===== src/logic/sga_pkg.sv =====
package sga_pkg;

  // register addresses on the plain register port
  localparam logic [3:0] ADDR_CLOCK = 4'h0;
  localparam logic [3:0] ADDR_MODE  = 4'h2;
  localparam logic [3:0] ADDR_CTRL  = 4'h4;
  localparam logic [3:0] ADDR_DATA  = 4'h6;
  localparam logic [3:0] ADDR_FLAG  = 4'h8;

  // sound_clock_control fields
  localparam int CLK_SRC_LSB   = 0;
  localparam int CLK_DIV_LSB   = 4;
  localparam int CLK_DEBUG_RUN_BIT = 8;
  // sound_mode_select fields
  localparam int MODE_FIELD_LSB = 0;
  localparam int MODE_DRIVE_BIT = 2;
  localparam int MODE_TEMPO_LSB = 8;
  // sound_control fields
  localparam int CTRL_EN_BIT   = 0;
  localparam int CTRL_STOP_BIT = 8;
  // sound_flag_reg fields
  localparam int FLAG_DONE_BIT  = 0;
  localparam int FLAG_EMPTY_BIT = 1;
  localparam int FLAG_BUSY_BIT  = 8;

  // clock sources
  localparam logic [1:0] SRC_INTERNAL = 2'h0;
  localparam logic [1:0] SRC_LOW_XTAL = 2'h1;
  localparam logic [1:0] SRC_HIGH_OSC = 2'h2;
  localparam logic [1:0] SRC_EXTERNAL = 2'h3;
  localparam logic [2:0] DIV_MAX_FAST = 3'h5;
  localparam logic [2:0] DIV_BYPASS   = 3'h7;
  localparam logic [7:0] DIV_BASE     = 8'h04;

  // sound timing in operating-clock ticks
  localparam logic [20:0] ONESHOT_BASE_TICKS = 21'd193;
  localparam logic [20:0] TEMPO_UNIT_TICKS   = 21'd512;

  localparam logic [7:0] PITCH_RESET = 8'hff;

  typedef enum logic [1:0] {
    SGA_MODE_NORMAL  = 2'b00,
    SGA_MODE_ONESHOT = 2'b01,
    SGA_MODE_MELODY  = 2'b10,
    SGA_MODE_RSVD    = 2'b11
  } sga_mode_t;

  typedef enum logic [1:0] {
    SGA_IDLE = 2'b00,
    SGA_PLAY = 2'b01
  } sga_state_t;

  typedef struct packed {
    logic       tie_flag;
    logic       rest_select;
    logic [5:0] duration_duty_field;
    logic [7:0] pitch_field;
  } sga_entry_t;

endpackage


===== src/logic/sga_top.sv =====
// Implementation choices: the strobed register port and the placing of the registers.
`timescale 1ns/10ps
// Behaviour
// - debug_run keeps operating clock during debug
// - divider codes divide fast sources by 4..128; slow sources need bypass 0x7
// - two-bit field picks the clock source
// - absent clock sources cannot be selected
// - clock settings change only while disabled
// - timing field sets tempo or one-shot length
// - drive-mode bit: normal or direct drive
// - mode field: normal, one-shot, melody; 0x3 reserved
// - stop bit reads 1 until stopping finishes
// - stop ends normal mode, aborts others
// - pending buffer data loads after stopped waveform
// - module enable gates the operating clock
// - data write starts sound; pitch resets 0xff
// - tie joins notes in melody mode only
// - tie on first melody note is ignored
// - rest bit turns melody entry silent
// - rest holds output low, inverted high
// - data write clears empty; load sets empty, busy
// - empty set on load/stop; done set on finish
module sga_top #(
  parameter logic [3:0] SOURCE_PRESENT = 4'hf
) (
  // clock and reset
  input  wire logic        ref_clk,
  input  wire logic        reset,
  // register port
  input  wire logic [3:0]  reg_addr,
  input  wire logic [15:0] reg_wdata,
  input  wire logic [1:0]  reg_byte_en,
  input  wire logic        reg_wr,
  input  wire logic        reg_rd,
  output logic      [15:0] reg_rdata,
  // clock source ticks and debug state
  input  wire logic [3:0]  src_tick,
  input  wire logic        debug_mode,
  // buzzer pins
  output logic             tone_out,
  output logic             tone_out_inverted
);

  logic [1:0]       clock_source_sel;
  logic [2:0]       clock_divider_sel;
  logic             debug_run;
  sga_pkg::sga_mode_t sound_mode_field;
  logic             drive_mode_sel;
  logic [3:0]       tempo_duration_sel;
  logic             module_enable;
  logic             stop_request;
  sga_pkg::sga_entry_t buffer;
  logic             buf_valid;
  logic             buffer_empty_flag;
  logic             output_done_flag;
  sga_pkg::sga_state_t state;
  sga_pkg::sga_entry_t tone;
  logic             tie_ok;
  logic [7:0]       div_cnt;
  logic [7:0]       phase;
  logic [20:0]      dur_cnt;
  logic             op_tick;
  logic             wr_clock;
  logic             wr_mode;
  logic             wr_ctrl;
  logic             wr_data;
  logic             wr_flag;
  logic             do_load;
  logic             do_finish;
  logic             wave_end;
  logic             note_end;
  logic             wave_high;
  logic [7:0]       next_div_limit;
  logic [7:0]       period;
  logic [20:0]      note_len;
  logic             src_now;
  logic             clock_ok;

  assign wr_clock = reg_wr && (reg_addr == sga_pkg::ADDR_CLOCK);
  assign wr_mode  = reg_wr && (reg_addr == sga_pkg::ADDR_MODE);
  assign wr_ctrl  = reg_wr && (reg_addr == sga_pkg::ADDR_CTRL);
  assign wr_data  = reg_wr && (reg_addr == sga_pkg::ADDR_DATA) && (&reg_byte_en);
  assign wr_flag  = reg_wr && (reg_addr == sga_pkg::ADDR_FLAG);

  // clock control; frozen while enabled so the divider never glitches
  always_ff @(posedge ref_clk or posedge reset) begin
    if (reset) begin
      clock_source_sel  <= sga_pkg::SRC_INTERNAL;
      clock_divider_sel <= '0;
      debug_run         <= 1'b0;
    end else if (wr_clock && !module_enable) begin
      if (SOURCE_PRESENT[reg_wdata[sga_pkg::CLK_SRC_LSB +: 2]]) begin
        clock_source_sel <= reg_wdata[sga_pkg::CLK_SRC_LSB +: 2];
      end
      clock_divider_sel <= reg_wdata[sga_pkg::CLK_DIV_LSB +: 3];
      debug_run         <= reg_wdata[sga_pkg::CLK_DEBUG_RUN_BIT];
    end
  end

  // mode select; reserved mode code is refused
  always_ff @(posedge ref_clk or posedge reset) begin
    if (reset) begin
      sound_mode_field   <= sga_pkg::SGA_MODE_NORMAL;
      drive_mode_sel     <= 1'b0;
      tempo_duration_sel <= '0;
    end else if (wr_mode) begin
      if (reg_wdata[sga_pkg::MODE_FIELD_LSB +: 2] != sga_pkg::SGA_MODE_RSVD) begin
        sound_mode_field <= sga_pkg::sga_mode_t'(reg_wdata[sga_pkg::MODE_FIELD_LSB +: 2]);
      end
      drive_mode_sel     <= reg_wdata[sga_pkg::MODE_DRIVE_BIT];
      tempo_duration_sel <= reg_wdata[sga_pkg::MODE_TEMPO_LSB +: 4];
    end
  end

  always_ff @(posedge ref_clk or posedge reset) begin
    if (reset) begin
      module_enable <= 1'b0;
    end else if (wr_ctrl) begin
      module_enable <= reg_wdata[sga_pkg::CTRL_EN_BIT];
    end
  end

  // stop request: set wins; a load of pending data completes the stop
  always_ff @(posedge ref_clk or posedge reset) begin
    if (reset) begin
      stop_request <= 1'b0;
    end else if (wr_ctrl && reg_wdata[sga_pkg::CTRL_STOP_BIT]) begin
      stop_request <= 1'b1;
    end else if (do_finish || do_load || (state == sga_pkg::SGA_IDLE && !buf_valid)
                 || !module_enable) begin
      stop_request <= 1'b0;
    end
  end

  // divider: fast sources divide by 4 << code, slow ones pass only on bypass
  always_comb begin
    src_now        = src_tick[clock_source_sel];
    next_div_limit = sga_pkg::DIV_BASE << clock_divider_sel;
    clock_ok       = 1'b0;
    if (clock_source_sel == sga_pkg::SRC_LOW_XTAL || clock_source_sel == sga_pkg::SRC_EXTERNAL) begin
      clock_ok       = (clock_divider_sel == sga_pkg::DIV_BYPASS);
      next_div_limit = 8'h01;
    end else begin
      clock_ok = (clock_divider_sel <= sga_pkg::DIV_MAX_FAST);
    end
  end

  always_ff @(posedge ref_clk or posedge reset) begin
    if (reset) begin
      div_cnt <= '0;
    end else if (!module_enable) begin
      div_cnt <= '0;
    end else if (src_now && (!debug_mode || debug_run)) begin
      div_cnt <= (div_cnt + 8'h01 >= next_div_limit) ? 8'h00 : div_cnt + 8'h01;
    end
  end

  // operating clock exists only while enabled and not halted by debug
  assign op_tick = module_enable && clock_ok && src_now && (!debug_mode || debug_run)
                   && (div_cnt + 8'h01 >= next_div_limit);

  // tone timing from the loaded entry
  always_comb begin
    if (sound_mode_field == sga_pkg::SGA_MODE_MELODY) begin
      period    = tone.pitch_field + 8'h01;
      wave_high = phase < {1'b0, period[7:1]};
      note_len  = 21'((tone.duration_duty_field + 7'h01) * (tempo_duration_sel + 5'h01)
                      * sga_pkg::TEMPO_UNIT_TICKS);
    end else begin
      period    = {2'b00, tone.pitch_field[5:0]} + 8'h01;
      wave_high = phase < ({2'b00, tone.duration_duty_field} + 8'h01);
      note_len  = sga_pkg::ONESHOT_BASE_TICKS
                  + 21'(tempo_duration_sel * sga_pkg::TEMPO_UNIT_TICKS);
    end
  end

  assign wave_end = (phase + 8'h01 >= period);
  assign note_end = (dur_cnt + 21'h1 >= note_len);

  always_comb begin
    do_load   = 1'b0;
    do_finish = 1'b0;
    if (op_tick) begin
      if (state == sga_pkg::SGA_IDLE) begin
        do_load = buf_valid;
      end else if (stop_request && wave_end) begin
        do_load   = buf_valid;
        do_finish = !buf_valid;
      end else if (sound_mode_field == sga_pkg::SGA_MODE_ONESHOT && note_end) begin
        do_finish = 1'b1;
      end else if (sound_mode_field == sga_pkg::SGA_MODE_MELODY && note_end) begin
        do_load   = buf_valid;
        do_finish = !buf_valid;
      end
    end
  end

  // one-entry sound buffer
  always_ff @(posedge ref_clk or posedge reset) begin
    if (reset) begin
      buffer    <= '{tie_flag: 1'b0, rest_select: 1'b0, duration_duty_field: 6'h00,
                     pitch_field: sga_pkg::PITCH_RESET};
      buf_valid <= 1'b0;
    end else if (wr_data) begin
      buffer    <= sga_pkg::sga_entry_t'(reg_wdata);
      buf_valid <= 1'b1;
    end else if (do_load) begin
      buf_valid <= 1'b0;
    end
  end

  // empty flag: a fresh write keeps the buffer honest, so it beats a load
  always_ff @(posedge ref_clk or posedge reset) begin
    if (reset) begin
      buffer_empty_flag <= 1'b1;
    end else if (wr_data) begin
      buffer_empty_flag <= 1'b0;
    end else if (do_load || (wr_ctrl && reg_wdata[sga_pkg::CTRL_STOP_BIT])) begin
      buffer_empty_flag <= 1'b1;
    end
  end

  always_ff @(posedge ref_clk or posedge reset) begin
    if (reset) begin
      output_done_flag <= 1'b0;
    end else if (do_finish) begin
      output_done_flag <= 1'b1;
    end else if (wr_data || (wr_flag && reg_wdata[sga_pkg::FLAG_DONE_BIT])) begin
      output_done_flag <= 1'b0;
    end
  end

  // sound sequencer
  always_ff @(posedge ref_clk or posedge reset) begin
    if (reset) begin
      state   <= sga_pkg::SGA_IDLE;
      tone    <= '{tie_flag: 1'b0, rest_select: 1'b0, duration_duty_field: 6'h00,
                   pitch_field: sga_pkg::PITCH_RESET};
      tie_ok  <= 1'b0;
      phase   <= '0;
      dur_cnt <= '0;
    end else if (!module_enable) begin
      state   <= sga_pkg::SGA_IDLE;
      tie_ok  <= 1'b0;
      phase   <= '0;
      dur_cnt <= '0;
    end else if (do_load) begin
      state   <= sga_pkg::SGA_PLAY;
      tone    <= buffer;
      dur_cnt <= '0;
      tie_ok  <= 1'b1;
      // keep waveform phase across a tie; first note never ties
      if (!(sound_mode_field == sga_pkg::SGA_MODE_MELODY && buffer.tie_flag
            && tie_ok && state == sga_pkg::SGA_PLAY)) begin
        phase <= '0;
      end else begin
        phase <= wave_end ? 8'h00 : phase + 8'h01;
      end
    end else if (do_finish) begin
      state   <= sga_pkg::SGA_IDLE;
      tie_ok  <= 1'b0;
      phase   <= '0;
      dur_cnt <= '0;
    end else if (op_tick && state == sga_pkg::SGA_PLAY) begin
      phase   <= wave_end ? 8'h00 : phase + 8'h01;
      dur_cnt <= dur_cnt + 21'h1;
    end
  end

  // pin drive
  always_ff @(posedge ref_clk or posedge reset) begin
    if (reset) begin
      tone_out          <= 1'b0;
      tone_out_inverted <= 1'b0;
    end else if (state != sga_pkg::SGA_PLAY) begin
      tone_out          <= 1'b0;
      tone_out_inverted <= 1'b0;
    end else if (sound_mode_field == sga_pkg::SGA_MODE_MELODY && tone.rest_select) begin
      tone_out          <= 1'b0;
      tone_out_inverted <= 1'b1;
    end else begin
      tone_out          <= wave_high;
      tone_out_inverted <= drive_mode_sel ? !wave_high : 1'b0;
    end
  end

  // read port; unmapped addresses and reserved bits read zero
  always_ff @(posedge ref_clk or posedge reset) begin
    if (reset) begin
      reg_rdata <= '0;
    end else if (reg_rd) begin
      reg_rdata <= '0;
      if (reg_addr == sga_pkg::ADDR_CLOCK) begin
        reg_rdata[sga_pkg::CLK_SRC_LSB +: 2] <= clock_source_sel;
        reg_rdata[sga_pkg::CLK_DIV_LSB +: 3] <= clock_divider_sel;
        reg_rdata[sga_pkg::CLK_DEBUG_RUN_BIT]    <= debug_run;
      end else if (reg_addr == sga_pkg::ADDR_MODE) begin
        reg_rdata[sga_pkg::MODE_FIELD_LSB +: 2] <= sound_mode_field;
        reg_rdata[sga_pkg::MODE_DRIVE_BIT]      <= drive_mode_sel;
        reg_rdata[sga_pkg::MODE_TEMPO_LSB +: 4] <= tempo_duration_sel;
      end else if (reg_addr == sga_pkg::ADDR_CTRL) begin
        reg_rdata[sga_pkg::CTRL_EN_BIT]   <= module_enable;
        reg_rdata[sga_pkg::CTRL_STOP_BIT] <= stop_request;
      end else if (reg_addr == sga_pkg::ADDR_DATA) begin
        reg_rdata <= buffer;
      end else if (reg_addr == sga_pkg::ADDR_FLAG) begin
        reg_rdata[sga_pkg::FLAG_DONE_BIT]  <= output_done_flag;
        reg_rdata[sga_pkg::FLAG_EMPTY_BIT] <= buffer_empty_flag;
        reg_rdata[sga_pkg::FLAG_BUSY_BIT]  <= (state == sga_pkg::SGA_PLAY);
      end
    end
  end

  chk_debug_clock_gate: assert property (@(posedge ref_clk) disable iff (reset)
    (module_enable && debug_mode && !debug_run) |=> ($stable(phase) && $stable(dur_cnt)
                                                     && $stable(state)))
    else $error("sound advanced while debug withheld clock");

  chk_enable_gates_tick: assert property (@(posedge ref_clk) disable iff (reset)
    !module_enable |=> (state == sga_pkg::SGA_IDLE && phase == 8'h00 && dur_cnt == 21'h0))
    else $error("sequencer ran while disabled");

  chk_fast_divide_min: assert property (@(posedge ref_clk) disable iff (reset)
    (op_tick && !wr_ctrl && (clock_source_sel == sga_pkg::SRC_INTERNAL
                             || clock_source_sel == sga_pkg::SRC_HIGH_OSC))
    |=> (!op_tick) [*3])
    else $error("fast source divided by less than four");

  chk_stop_ends_wave: assert property (@(posedge ref_clk) disable iff (reset)
    (op_tick && state == sga_pkg::SGA_PLAY && stop_request && wave_end && !buf_valid
     && !wr_ctrl) |=> (state == sga_pkg::SGA_IDLE && !stop_request))
    else $error("stop did not end output at waveform end");

  chk_stop_loads_pending: assert property (@(posedge ref_clk) disable iff (reset)
    (op_tick && state == sga_pkg::SGA_PLAY && stop_request && wave_end && buf_valid
     && !wr_ctrl && !wr_data)
    |=> (state == sga_pkg::SGA_PLAY && !stop_request && buffer_empty_flag))
    else $error("pending entry not loaded after stop");

  chk_direct_drive_low: assert property (@(posedge ref_clk) disable iff (reset)
    (!drive_mode_sel && !(sound_mode_field == sga_pkg::SGA_MODE_MELODY && tone.rest_select))
    |=> !tone_out_inverted)
    else $error("inverted pin driven in direct mode");

  chk_clock_frozen_enabled: assert property (@(posedge ref_clk) disable iff (reset)
    (wr_clock && module_enable) |=> ($stable(clock_source_sel) && $stable(clock_divider_sel)
                                     && $stable(debug_run)))
    else $error("clock settings changed while enabled");

  chk_mode_rsvd_refused: assert property (@(posedge ref_clk) disable iff (reset)
    ##1 sound_mode_field != sga_pkg::SGA_MODE_RSVD)
    else $error("reserved sound mode stored");

  chk_byte_write_ignored: assert property (@(posedge ref_clk) disable iff (reset)
    (reg_wr && reg_addr == sga_pkg::ADDR_DATA && !(&reg_byte_en)) |=> $stable(buffer))
    else $error("byte write changed sound buffer");

  chk_data_write_flags: assert property (@(posedge ref_clk) disable iff (reset)
    (wr_data && !do_finish) |=> (!buffer_empty_flag && buf_valid && !output_done_flag))
    else $error("data write did not arm buffer");

  chk_load_sets_busy: assert property (@(posedge ref_clk) disable iff (reset)
    (do_load && !wr_data) |=> (state == sga_pkg::SGA_PLAY && buffer_empty_flag))
    else $error("load did not set busy and empty");

  chk_stop_reads_one: assert property (@(posedge ref_clk) disable iff (reset)
    (wr_ctrl && reg_wdata[sga_pkg::CTRL_STOP_BIT]) |=> stop_request)
    else $error("stop write not reflected");

  chk_rest_pin_levels: assert property (@(posedge ref_clk) disable iff (reset)
    (state == sga_pkg::SGA_PLAY && sound_mode_field == sga_pkg::SGA_MODE_MELODY
     && tone.rest_select && module_enable) |=> (!tone_out && tone_out_inverted))
    else $error("rest did not hold pins");

  chk_finish_sets_done: assert property (@(posedge ref_clk) disable iff (reset)
    do_finish |=> (output_done_flag && state == sga_pkg::SGA_IDLE))
    else $error("finish did not set done");

endmodule

===== config.mk =====
export PLATFORM = sky130hd
export DESIGN_NAME = sga_top
export DESIGN_NICKNAME = d
export VERILOG_FILES = /design/src/logic/sga_pkg.sv /design/src/logic/sga_top.sv
export SDC_FILE = /design/constraint.sdc
export NUM_CORES = 1
export LEC_CHECK = 0
export ABC_CLOCK_PERIOD_IN_PS = 7400
export BUFFER_PORTS_ARGS = -buffer_cell sky130_fd_sc_hd__clkbuf_2
export CAP_MARGIN = 10
export CORE_MARGIN = 3
export CORE_UTILIZATION = 45
export CTS_BUF_LIST = sky130_fd_sc_hd__clkbuf_16
export CTS_CLUSTER_SIZE = 30
export DETAILED_ROUTE_END_ITERATION = 10
export HOLD_SLACK_MARGIN = 0.03
export PLACE_DENSITY = 0.67
export REMOVE_ABC_BUFFERS = 1
export SLEW_MARGIN = 15
export SYNTH_ARGS = -nofsm -noshare
export SYNTH_HDL_FRONTEND = slang
export SYNTH_SLANG_ARGS = --single-unit

===== constraint.sdc =====
create_clock -name ref_clk -period 7.4 [get_ports ref_clk]
set_input_delay 1.85 -clock ref_clk [delete_from_list [all_inputs] [get_ports ref_clk]]
set_output_delay 1.85 -clock ref_clk [all_outputs]
set_load 0.05 [all_outputs]

# After elaboration in Yosys (flattened, before gate mapping)
# Index checks and enable logic that the tools add are counted.
# word_totals
ff_bits	107
# classes
addsub	9
n_eq_ne	15
n_lt_le_gt_ge	8
n_shift	1
n_reduce_logical	44
mul	1
mux	71
# op_table
cell	n
21-bit 2-to-1 mux	5
8-bit 2-to-1 mux	11
1-bit 2-to-1 mux	36
7-bit 2-to-1 mux	4
8-bit by 1-bit adder with 8-bit output (second input constant)	3
1-bit logical AND	23
21-bit by 1-bit adder with 21-bit output (second input constant)	1
6-bit by 1-bit adder with 7-bit output (second input constant)	3
21-bit >= comparator	1
8-bit >= comparator	2
8-bit by 7-bit < comparator with 1-bit output	2
8-bit by 13-bit adder with 14-bit output (first input constant)	1
2-bit 2-to-1 mux	7
7-bit by 5-bit multiplier with 12-bit output	1
4-bit by 3-bit == test with 1-bit output (second input constant)	2
4-bit 2-to-1 mux	2
2-bit AND reduction	4
2-bit nonzero test	4
3-bit by 3-bit left shift with 8-bit output (first input constant)	1
1-bit logical OR	7
2-bit by 1-bit == test with 1-bit output (second input constant)	3
2-bit by 3-bit < comparator with 1-bit output (second input constant)	2
3-bit 2-to-1 mux	2
6-bit 2-to-1 mux	1
other kinds (15)	21

# Depth between registers and ports, before layout
# Gate-level depths: netlist of the first run.
# logic_depth
word_depth	15
mapped_depth	28
mapped_depth_nobuf	26

# Worst setup path before layout of the first run
# No wires, ideal clock.
# synth_timing
kind	flip-flop to flip-flop
start	register tempo_duration_sel[1]
end	register dur_cnt[14]
setup_time_ps	126
arrival_ps	5810
path_stages_with_launch	26
path_buffers	1
setup_slack_ps	1464
cell_sequence	dfrtp_1 -> ha_1 -> xnor2_1 -> or2_2 -> fa_1 -> fa_1 -> fa_1 -> inv_1 -> ha_1 -> nor2b_1 -> o21ai_0 -> a21oi_1 -> o21ai_0 -> a21oi_1 -> o21a_1 -> o21ai_0 -> nand3b_1 -> ha_1 -> and4_1 -> nand2_1 -> nor3_1 -> a21oi_1 -> o311a_4 -> o211ai_4 -> buf_6 -> o22ai_1
# synth_between
elab_chain_len	13
# synth_lines
element	line	rtl
start: declaration	sga_top.sv:49	logic [3:0] tempo_duration_sel;
start signal: assignment	sga_top.sv:111	tempo_duration_sel <= reg_wdata[sga_pkg::MODE_TEMPO_LSB +: 4];
4-bit by 1-bit adder with 5-bit output	sga_top.sv:167	note_len = 21'((tone.duration_duty_field + 7'h01) * (tempo_duration_sel + 5'h01)
7-bit by 5-bit multiplier with 12-bit output	sga_top.sv:167	
21-bit 2-to-1 mux (*)	sga_top.sv:164	if (sound_mode_field == sga_pkg::SGA_MODE_MELODY) begin
21-bit >= comparator (*)	sga_top.sv:178	assign note_end = (dur_cnt + 21'h1 >= note_len);
1-bit logical AND	sga_top.sv:191	end else if (sound_mode_field == sga_pkg::SGA_MODE_MELODY && note_end) begin
1-bit 2-to-1 mux	sga_top.sv:191	
1-bit 2-to-1 mux	sga_top.sv:189	end else if (sound_mode_field == sga_pkg::SGA_MODE_ONESHOT && note_end) begin
1-bit 2-to-1 mux	sga_top.sv:186	end else if (stop_request && wave_end) begin
1-bit 2-to-1 mux	sga_top.sv:184	if (state == sga_pkg::SGA_IDLE) begin
1-bit 2-to-1 mux	sga_top.sv:183	if (op_tick) begin
21-bit 2-to-1 mux	sga_top.sv:259	end else if (do_finish) begin
21-bit 2-to-1 mux	sga_top.sv:247	end else if (do_load) begin
21-bit 2-to-1 mux	sga_top.sv:242	end else if (!module_enable) begin
end signal: assignment	sga_top.sv:266	dur_cnt <= dur_cnt + 21'h1;
end: declaration	sga_top.sv:61	logic [20:0] dur_cnt;
# Mark *: on every way between the ends. The rest lies on a longest branch, timed or not.
# A chain may end at the register's enable or synchronous reset.

# Final worst setup path of the first run
# layout_timing
start	register tempo_duration_sel[0]
end	register dur_cnt[19]
# Same word-level chain as after synthesis.

==> flow_summary.toml, run 1 <==
[run_status]
outcome = "finished, final reports clean"

[floorplanning]
io_pins = 49
dieArea_um2 = 18100
rows = 46
fp.dieH_um = 135
initial_core_util_pct = 46.4
die_w_um = 135
core_area_um2 = 16100

[routing]
vias_per_cell = 5.62
wl_per_cell_um = 16.1
first_pass_iters = 5
drt_iter0_markers = 355
vias = 5835
ant_nets = 0
drcViolationCount = 0
drt-total-wl_um = 16800

[cts]
cts_hold_buf = 0
root_buffer = "clkbuf_16"
numClockSinks = 105
tritoncts = "built"
postCtsSetupRepairBufs = 0
cts_buffer_depth = 2
cts_buffers = 9
cts_resized = 0
clock_latency_ps = 350
cts.htree.levels = 3
clk_pin_slew_ps = 80

[timing]
maxSlewHeadroom_pct = 30.6
setup_tns_ps = 0
fmax_ghz = 0.148
period_minus_slack_ps = 6780
setup_viol = 0
drv_slew = 0
fin_ws_ps = 624
fin_skew_ps = 9.10
worst-slew-pin-transition_ps = 1040
hold_violations = 0
period_share_pct = 91.6
rsz0062_at_grt = "false"

[synthesis]
async_flop_share_pct = 100
synth_edf_count = 0
ys_warn_count = 0
syn_avg_cell_area_um2 = 9.50
yosys.area.top_type = "dfrtp_1"
syn_inst = 784
synthTopCellsByArea = "dfrtp_1 30%, ha_1 11%, mux2_2 6.5%"
synth_top_cell_area_share_pct = 29.6
synth_common_cells = "88 x dfrtp_1, 73 x nand2_1, 68 x ha_1, 68 x nor2_1, 43 x mux2_2"
netlist_area_um2 = 7450
synth_ff_type = "dfrtp_1"
yosysMostFrequentCell = "dfrtp_1"
synth-seq-cells = 105
ys_seq_area_share_pct = 35.5
yosysUniqueCellTypes = 67

[grt]
antenna_found_initial = 0
grt_max_degree = 82
grt_usage_pct = 19.1
grt_pass1_vias = 5606
grt.overflow.total = 0
grt_pass1_wl_um = 28100

[finish]
syn_to_final_growth_pct = 9.30
post-route-util_pct = 50.7
fin_nets = 932
antenna_cells = 0
instances_no_fill = 1039
fillers = 1512
drive_gt1_share_pct = 18.1

[setup_path]
end_kind = "register"
startpoint_type = "register"
critPathRequiredTime_ps = 7610
crit_fanout = 15
criticalPathCategory = "register to register"
arrival_ps = 6980

[placed_design]
dp_hpwl_um = 12300
post-place-cells = 1023
post-place-ws_ps = 449
place_congestion = 0.889
port-buffer-count = 48

[job]
maxCapViolCount = 0

[power_and_ir_drop]
powerDensity_nw_per_um2 = 198
peakVddDrop_mv = 0.125
p_leak_nw = 3.78

[min_path]
hold_path_class = "register to register"
cell families (layout without fill, tap and decap cells):
group,count (synthesis),after routing,synth area share [%]
AO/OA/AOI/OAI,163,163,14.8
XOR/XNOR,46,46,5.41
adder cells (fa/ha/maj),83,83,15.4
buffers and inverters,75,114,4.32
flip-flops,105,105,35.5
multiplexers,47,47,7.20
AND/OR/NAND/NOR,265,265,17.2
placed cells by master (no fill, tap or decap), types with 10 or more instances in the layout:
master	count
fa_1	15
clkbuf_2	48
nand3_1	40
nor2_1	68
ha_1	68
dfstp_2	17
nor3_1	14
xnor2_1	25
a21o_1	14
and3_1	14
xor2_1	21
inv_1	41
a22oi_1	10
dfrtp_1	88
nand2_1	73
mux2_2	43
a21oi_1	34
o21ai_0	36
registers in the layout (all words and copies together) (netlist names), 2 cells and up:
register and cells:
dur_cnt 21, sound_mode_field 2, tone 15, reg_rdata 16, phase 8, clock_divider_sel 3
tempo_duration_sel 4, div_cnt 8, clock_source_sel 2, buffer 16
where the power goes:
| part | internal [mW] | switching (mW) | leakage [nW] |
|---|---|---|---|
| sequential | 0.639 | 0.0749 | 1.36 |
| clock | 0.232 | 0.228 | 0.138 |
| combinational | 0.175 | 0.267 | 2.28 |
through the flow:
stage               power (mW)  hold WS [ps]  area [um^2]
finish                    1.62           522         8140
detailed placement        1.16           506         7860
floorplan                 1.02           475         7290
global placement          1.15           487         7860
global route              1.72           547         8140
CTS                       1.63           525         8140
layer usage:
layer	GRT usage (%)	wire length (um)	up-vias	share of wire, %
li1	-	-	2865	-
met1	27.5	8090	2855	48
met2	31.0	8000	105	48
met3	2.57	539	10	3.2
met4	4.36	138	0	0.82
met5	0	0	-	0
path summary, 6_finish.rpt:
path / end / slack (ps) / cells past startpoint / startpoint
worst max-delay path: dur_cnt[19] / 620 / 24 / tempo_duration_sel[0]
worst min-delay path: div_cnt[7] / 520 / 1 / div_cnt[7]
worst max register to register: dur_cnt[19] / 620 / 24 / tempo_duration_sel[0]
worst min register to register: div_cnt[7] / 520 / 1 / div_cnt[7]
max in group asynchronous: sound_mode_field[1] / 4640 / 3 / reset
min in group asynchronous: div_cnt[6] / 1440 / 2 / reset
final cells by class:
cell class / instances / area, um^2 / share of cell area [%]
inverters: 42 / 160 / 1.97
multi-input cells: 604 / 4490 / 55.1
flip-flops and latches: 105 / 2650 / 32.5
repair buffers: 56 / 300 / 3.69
well taps: 216 / 270 / 3.32
clock inverters: 7 / 52.6 / 0.645
clock buffers: 9 / 225 / 2.77
worst max-delay path, cell delays in order (launching register included):
cell and delay [ps]:
dfrtp_1 570, ha_1 250, nand3_1 200, or2_2 360, fa_1 510, fa_1 520, fa_1 540, inv_1 40
ha_1 300, nor2b_1 150, o21ai_0 210, a21oi_1 110, o21ai_0 210, a21oi_1 110, o21a_1 180, o21ai_0 140
nand3b_1 90, ha_1 350, and4_1 210, nand2_1 90, o211ai_1 350, a21oi_1 100, o311a_4 420, o211ai_4 430
o22ai_1 160
Power figures use the tool's default switching activity.
==> run 2: changes to the inputs <==
--- a/config.mk
+++ b/config.mk
@@ -15,2 +15,3 @@
 export DETAILED_ROUTE_END_ITERATION = 10
+export GPL_TIMING_DRIVEN = 0
 export HOLD_SLACK_MARGIN = 0.03
==> constraint.sdc (replaced) <==
create_clock -name ref_clk -period 7.4 [get_ports ref_clk]
set_input_delay 1.48 -clock ref_clk [delete_from_list [all_inputs] [get_ports ref_clk]]
set_output_delay 1.48 -clock ref_clk [all_outputs]
set_load 0.05 [all_outputs]
==> run 2 against run 1 <==
Effect of this change: via count down 0.50%; worst setup slack worse by 88 ps; critical path type unchanged; combinational power about the same; critical path depth up 2; worst hold slack worse by 0.85 ps; power up 0.85%; global-route usage down 0.39 points; design area up 0.25%; largest power group unchanged; register-to-register slack worse by 90 ps; largest cell class unchanged; clock power up 3%.
==> flow_summary.toml, run 2 (same netlist as run 1, synthesis figures left out) <==
[setup_path]
arrival_ps = 7120
reg2reg_setup_slack_ps = 540
crit_fanout = 15
startpoint_type = "register"
end_kind = "register"
slowest_stage = "fa_1"
critPathMostFrequentCell = "a21oi_1"
slowest_delay_ps = 540
criticalPathCategory = "register to register"
critPathRequiredTime_ps = 7660

[placed_design]
port-buffer-count = 48
dp_hpwl_um = 11700
place_congestion = 0.807

[grt]
grt_pass1_wl_um = 27700
grt_max_degree = 80
globalRouteMet1Util_pct = 26.4
grt.overflow.total = 0
antenna_found_initial = 0
grt_pass1_vias = 5581
use_met3_pct = 3.84
grt-busiest-layer = "met2"
met2_usage_pct = 29.8
grt_usage_pct = 18.7

[timing]
fin_skew_ps = 12.2
setup_viol = 0
setup_tns_ps = 0
period_share_pct = 92.8
period_minus_slack_ps = 6860
worst-slew-pin-transition_ps = 1120
drv_slew = 0
rsz0062_at_grt = "false"
worst_hold_slack_ps = 521
hold_violations = 0
maxSlewHeadroom_pct = 24.7
fmax_ghz = 0.146

[min_path]
hold_path_class = "register to register"

[finish]
fin_nets = 927
largest-register = "dur_cnt"
syn_to_final_growth_pct = 9.57
layout_commonest_cell = "dfrtp_1"
largest_reg_flops = 21
layout_common_cells = "87 x dfrtp_1, 73 x nand2_1, 68 x nor2_1, 68 x ha_1, 48 x clkbuf_2"
antenna_cells = 0
top_regs = "dur_cnt x21, buffer x16, reg_rdata x16"
drive_gt1_share_pct = 18.1
fillers = 1482

[cts]
cts_hold_buf = 0
cts_buffer_depth = 2
root_buffer = "clkbuf_16"
cts_buffers = 9
numClockSinks = 105
tritoncts = "built"
clk_pin_slew_ps = 80
clock_latency_ps = 360
cts.htree.levels = 3

[run_status]
outcome = "finished, final reports clean"

[floorplanning]
initial_core_util_pct = 46.4
dieArea_um2 = 18100
core_area_um2 = 16100
fp.dieH_um = 135
rows = 46
die_w_um = 135
io_pins = 49

[routing]
vias_per_cell = 5.62
drt-total-wl_um = 16500
vias = 5806
wl_per_cell_um = 15.9
drcViolationCount = 0
ant_nets = 0
drt_iter0_markers = 342
first_pass_iters = 5

[power_and_ir_drop]
powerDensity_nw_per_um2 = 200
p_leak_nw = 3.77
peakVddDrop_mv = 0.168

[job]
maxCapViolCount = 0
[run 2: final timing paths]
kind                                  start     endpoint  cells past startpoint
worst max-delay path                tone[8]  dur_cnt[10]                     26
worst min-delay path            dur_cnt[20]  dur_cnt[20]                      2
worst max register to register      tone[8]  dur_cnt[10]                     26
worst min register to register  dur_cnt[20]  dur_cnt[20]                      2
max in group asynchronous             reset      tone[0]                      3
min in group asynchronous             reset   div_cnt[5]                      2
[run 2: repair_timing]
action	4_1_cts	5_1_grt
buffers inserted	0	1
endpoints found under the setup margin	0	45
resized for setup	0	4
[run 2: worst max-delay path, delay by kind of cell, from the launching register on]
| kind | cells | cell delay (ps) |
|---|---|---|
| AND/OR/NAND/NOR | 4 | 550 |
| AO/OA/AOI/OAI | 13 | 2540 |
| buffers and inverters | 2 | 230 |
| flip-flops | 1 | 510 |
| adder cells (fa/ha/maj) | 6 | 2450 |
| XOR/XNOR | 1 | 480 |
[run 2: through the flow]
stage,setup slack [ps],power (mW),cell area [um^2],cells,util (%)
after global placement,-106,1.14,7800,1015,48.6
after detailed placement,224,1.15,7830,1016,48.8
after global routing,86.9,1.74,8160,1034,50.8
after floorplan,1130,1.02,7290,751,-
after CTS,164,1.63,8110,1032,50.5
final,536,1.63,8160,1034,50.8
[run 2: cell type report]
class | instances | area [um^2] | share of cell area, %
Clock buffer | 9 | 225 | 2.76
Clock inverter | 7 | 57.6 | 0.705
Inverter | 42 | 163 | 1.99
Multi-Input combinational cell | 605 | 4510 | 55.2
Sequential cell | 105 | 2650 | 32.5
Tap cell | 216 | 270 | 3.31
Timing Repair Buffer | 50 | 288 | 3.52
[run 2: per-layer routing]
metal  vias to the layer above  routed length, um
li1                       2866                  -
met4                         0                199
met3                        14                645
met1                      2813               7930
met2                       113               7670
met5                         -                  0
[run 2: where the power goes]
| group | total (mW) | switching [mW] | internal, mW |
|---|---|---|---|
| registers | 0.716 | 0.0769 | 0.640 |
| clock network | 0.475 | 0.240 | 0.236 |
| logic | 0.438 | 0.262 | 0.177 |
==> run 3: changes to the inputs <==
Settings changed: CORE_ASPECT_RATIO from default to 1.5.
==> run 3 against run 2 <==
Effect of this change: sequential power about the same; critical path depth decreased by 2; design area increased by 0.67%; clock power increased by 4.2%; global-route usage increased by 0.34 points.
==> flow_summary.toml, run 3 (same netlist as run 1, synthesis figures left out) <==
[routing]
ant_nets = 0
drt-total-wl_um = 17100
drcViolationCount = 0
vias_per_cell = 5.77
drt_iter0_markers = 308
vias = 5927
wl_per_cell_um = 16.6
first_pass_iters = 5

[timing]
fmax_ghz = 0.147
rsz0062_at_grt = "false"
hold_violations = 0
maxSlewHeadroom_pct = 22.6
fin_skew_ps = 11.6
fin_ws_ps = 601
worst_hold_slack_ps = 516
period_share_pct = 91.9
period_minus_slack_ps = 6800
drv_slew = 0
setup_tns_ps = 0
worst-slew-pin-transition_ps = 1160
setup_viol = 0

[floorplanning]
fp.dieH_um = 164
dieArea_um2 = 18200
initial_core_util_pct = 46.0
die_w_um = 111
core_area_um2 = 16200
io_pins = 49
rows = 57

[setup_path]
reg2reg_setup_slack_ps = 600
r2r_start = "tone[8]"
end_kind = "register"
reg2reg_depth = 24
criticalPathCategory = "register to register"
critPathRequiredTime_ps = 7680
arrival_ps = 7070
worstSetupStartpoint = "tone[8]"
reg2reg_to = "tone[0]"
startpoint_type = "register"
crit_fanout = 15

[placed_design]
dp_hpwl_um = 12600
post-place-ws_ps = -327
post-place-cells = 1006
port-buffer-count = 48
place_congestion = 0.817
place_area_um2 = 7820

[power_and_ir_drop]
finalPower_mw = 1.65
p_seq_share_pct = 43.4
p_int_mw = 1.08
combPwrFrac_pct = 26.6
clkPwrFrac_pct = 30.0
p_sw_share_pct = 34.4
powerDensity_nw_per_um2 = 201
p_leak_nw = 3.79
switching_power_uw = 568
peakVddDrop_mv = 0.157

[job]
maxCapViolCount = 0

[cts]
root_buffer = "clkbuf_16"
cts_buffer_depth = 2
clock_latency_ps = 350
cts_buffers = 9
numClockSinks = 105
clk_pin_slew_ps = 80
tritoncts = "built"
cts.htree.levels = 3

[run_status]
outcome = "finished, final reports clean"

[finish]
syn_to_final_growth_pct = 10.3
instances_no_fill = 1027
top_regs = "dur_cnt x21, buffer x16, reg_rdata x16"
layout_common_cells = "87 x dfrtp_1, 73 x nand2_1, 68 x nor2_1, 68 x ha_1, 48 x clkbuf_2"
largest_reg_flops = 21
largest-register = "dur_cnt"
antenna_cells = 0
fin_area_um2 = 8220
drive_gt1_share_pct = 18.5
post-route-util_pct = 50.8
layout_commonest_cell = "dfrtp_1"
fin_nets = 930

[grt]
grt_pass1_vias = 5949
grt_usage_pct = 19.1
grt_max_degree = 63
grt.overflow.total = 0
antenna_found_initial = 0
grt_pass1_wl_um = 28300

[min_path]
hold_depth = 1
min_from = "div_cnt[7]"
worstHoldEndpoint = "div_cnt[7]"
hold_path_class = "register to register"
[run 3: cell count changes in the layout (fill, tap and decap cells not counted), sizes merged]
cell	change
bufinv	+1
clkinvlp	+2
inv	-3
buf	+3
[run 3: power by group through the flow]
stage,registers [mW],clock network (mW),logic (mW)
3_3_place_gp,0.726,0,0.415
6_report,0.717,0.495,0.440
3_5_place_dp,0.727,0,0.427
5_1_grt,0.727,0.528,0.497
4_1_cts,0.717,0.505,0.430
2_1_floorplan,0.715,0,0.305
[run 3: area by class of cell]
class,count,area (um^2)
Fill cell,1529,7970
Multi-Input combinational cell,605,4520
Sequential cell,105,2650
Timing Repair Buffer,53,323
Tap cell,206,258
Clock buffer,9,225
Inverter,42,163
Clock inverter,7,77.6
[run 3: what timing repair did]
item                                    CTS  global route
gates resized for setup                   1             5
gates cloned                              0             1
hold buffers                              0             0
buffers inserted                          0             4
pin swaps                                 0             2
endpoints found under the setup margin   43            46
[run 3: worst max path at each step]
stage	slack (ps)	to
global placement	-190	dur_cnt[6]
finish	600	tone[0]
detailed placement	-330	dur_cnt[4]
global route	20	tone[0]
CTS	100	dur_cnt[12]
floorplan	1130	phase[5]
[run 3: layer usage]
metal	track usage (%)	routed length [um]
met2	35.6	9450
met4	8.69	419
met5	0	0
met3	2.48	344
met1	21.6	6860
[run 3: critical path: stages, from the launching register on]
cell	delay, ps
dfrtp_1	540
ha_1	340
xnor2_2	220
or2_2	320
fa_1	480
fa_1	520
fa_1	550
inv_1	40
ha_1	310
nor2b_1	150
o21ai_0	210
a21oi_1	120
o21ai_0	210
a21oi_1	120
o21a_1	180
o21ai_0	150
nand3b_1	100
ha_1	340
a21oi_1	140
nand2_1	70
a21oi_1	230
o211ai_1	240
a21oi_1	350
a21o_2	440
mux2_2	390
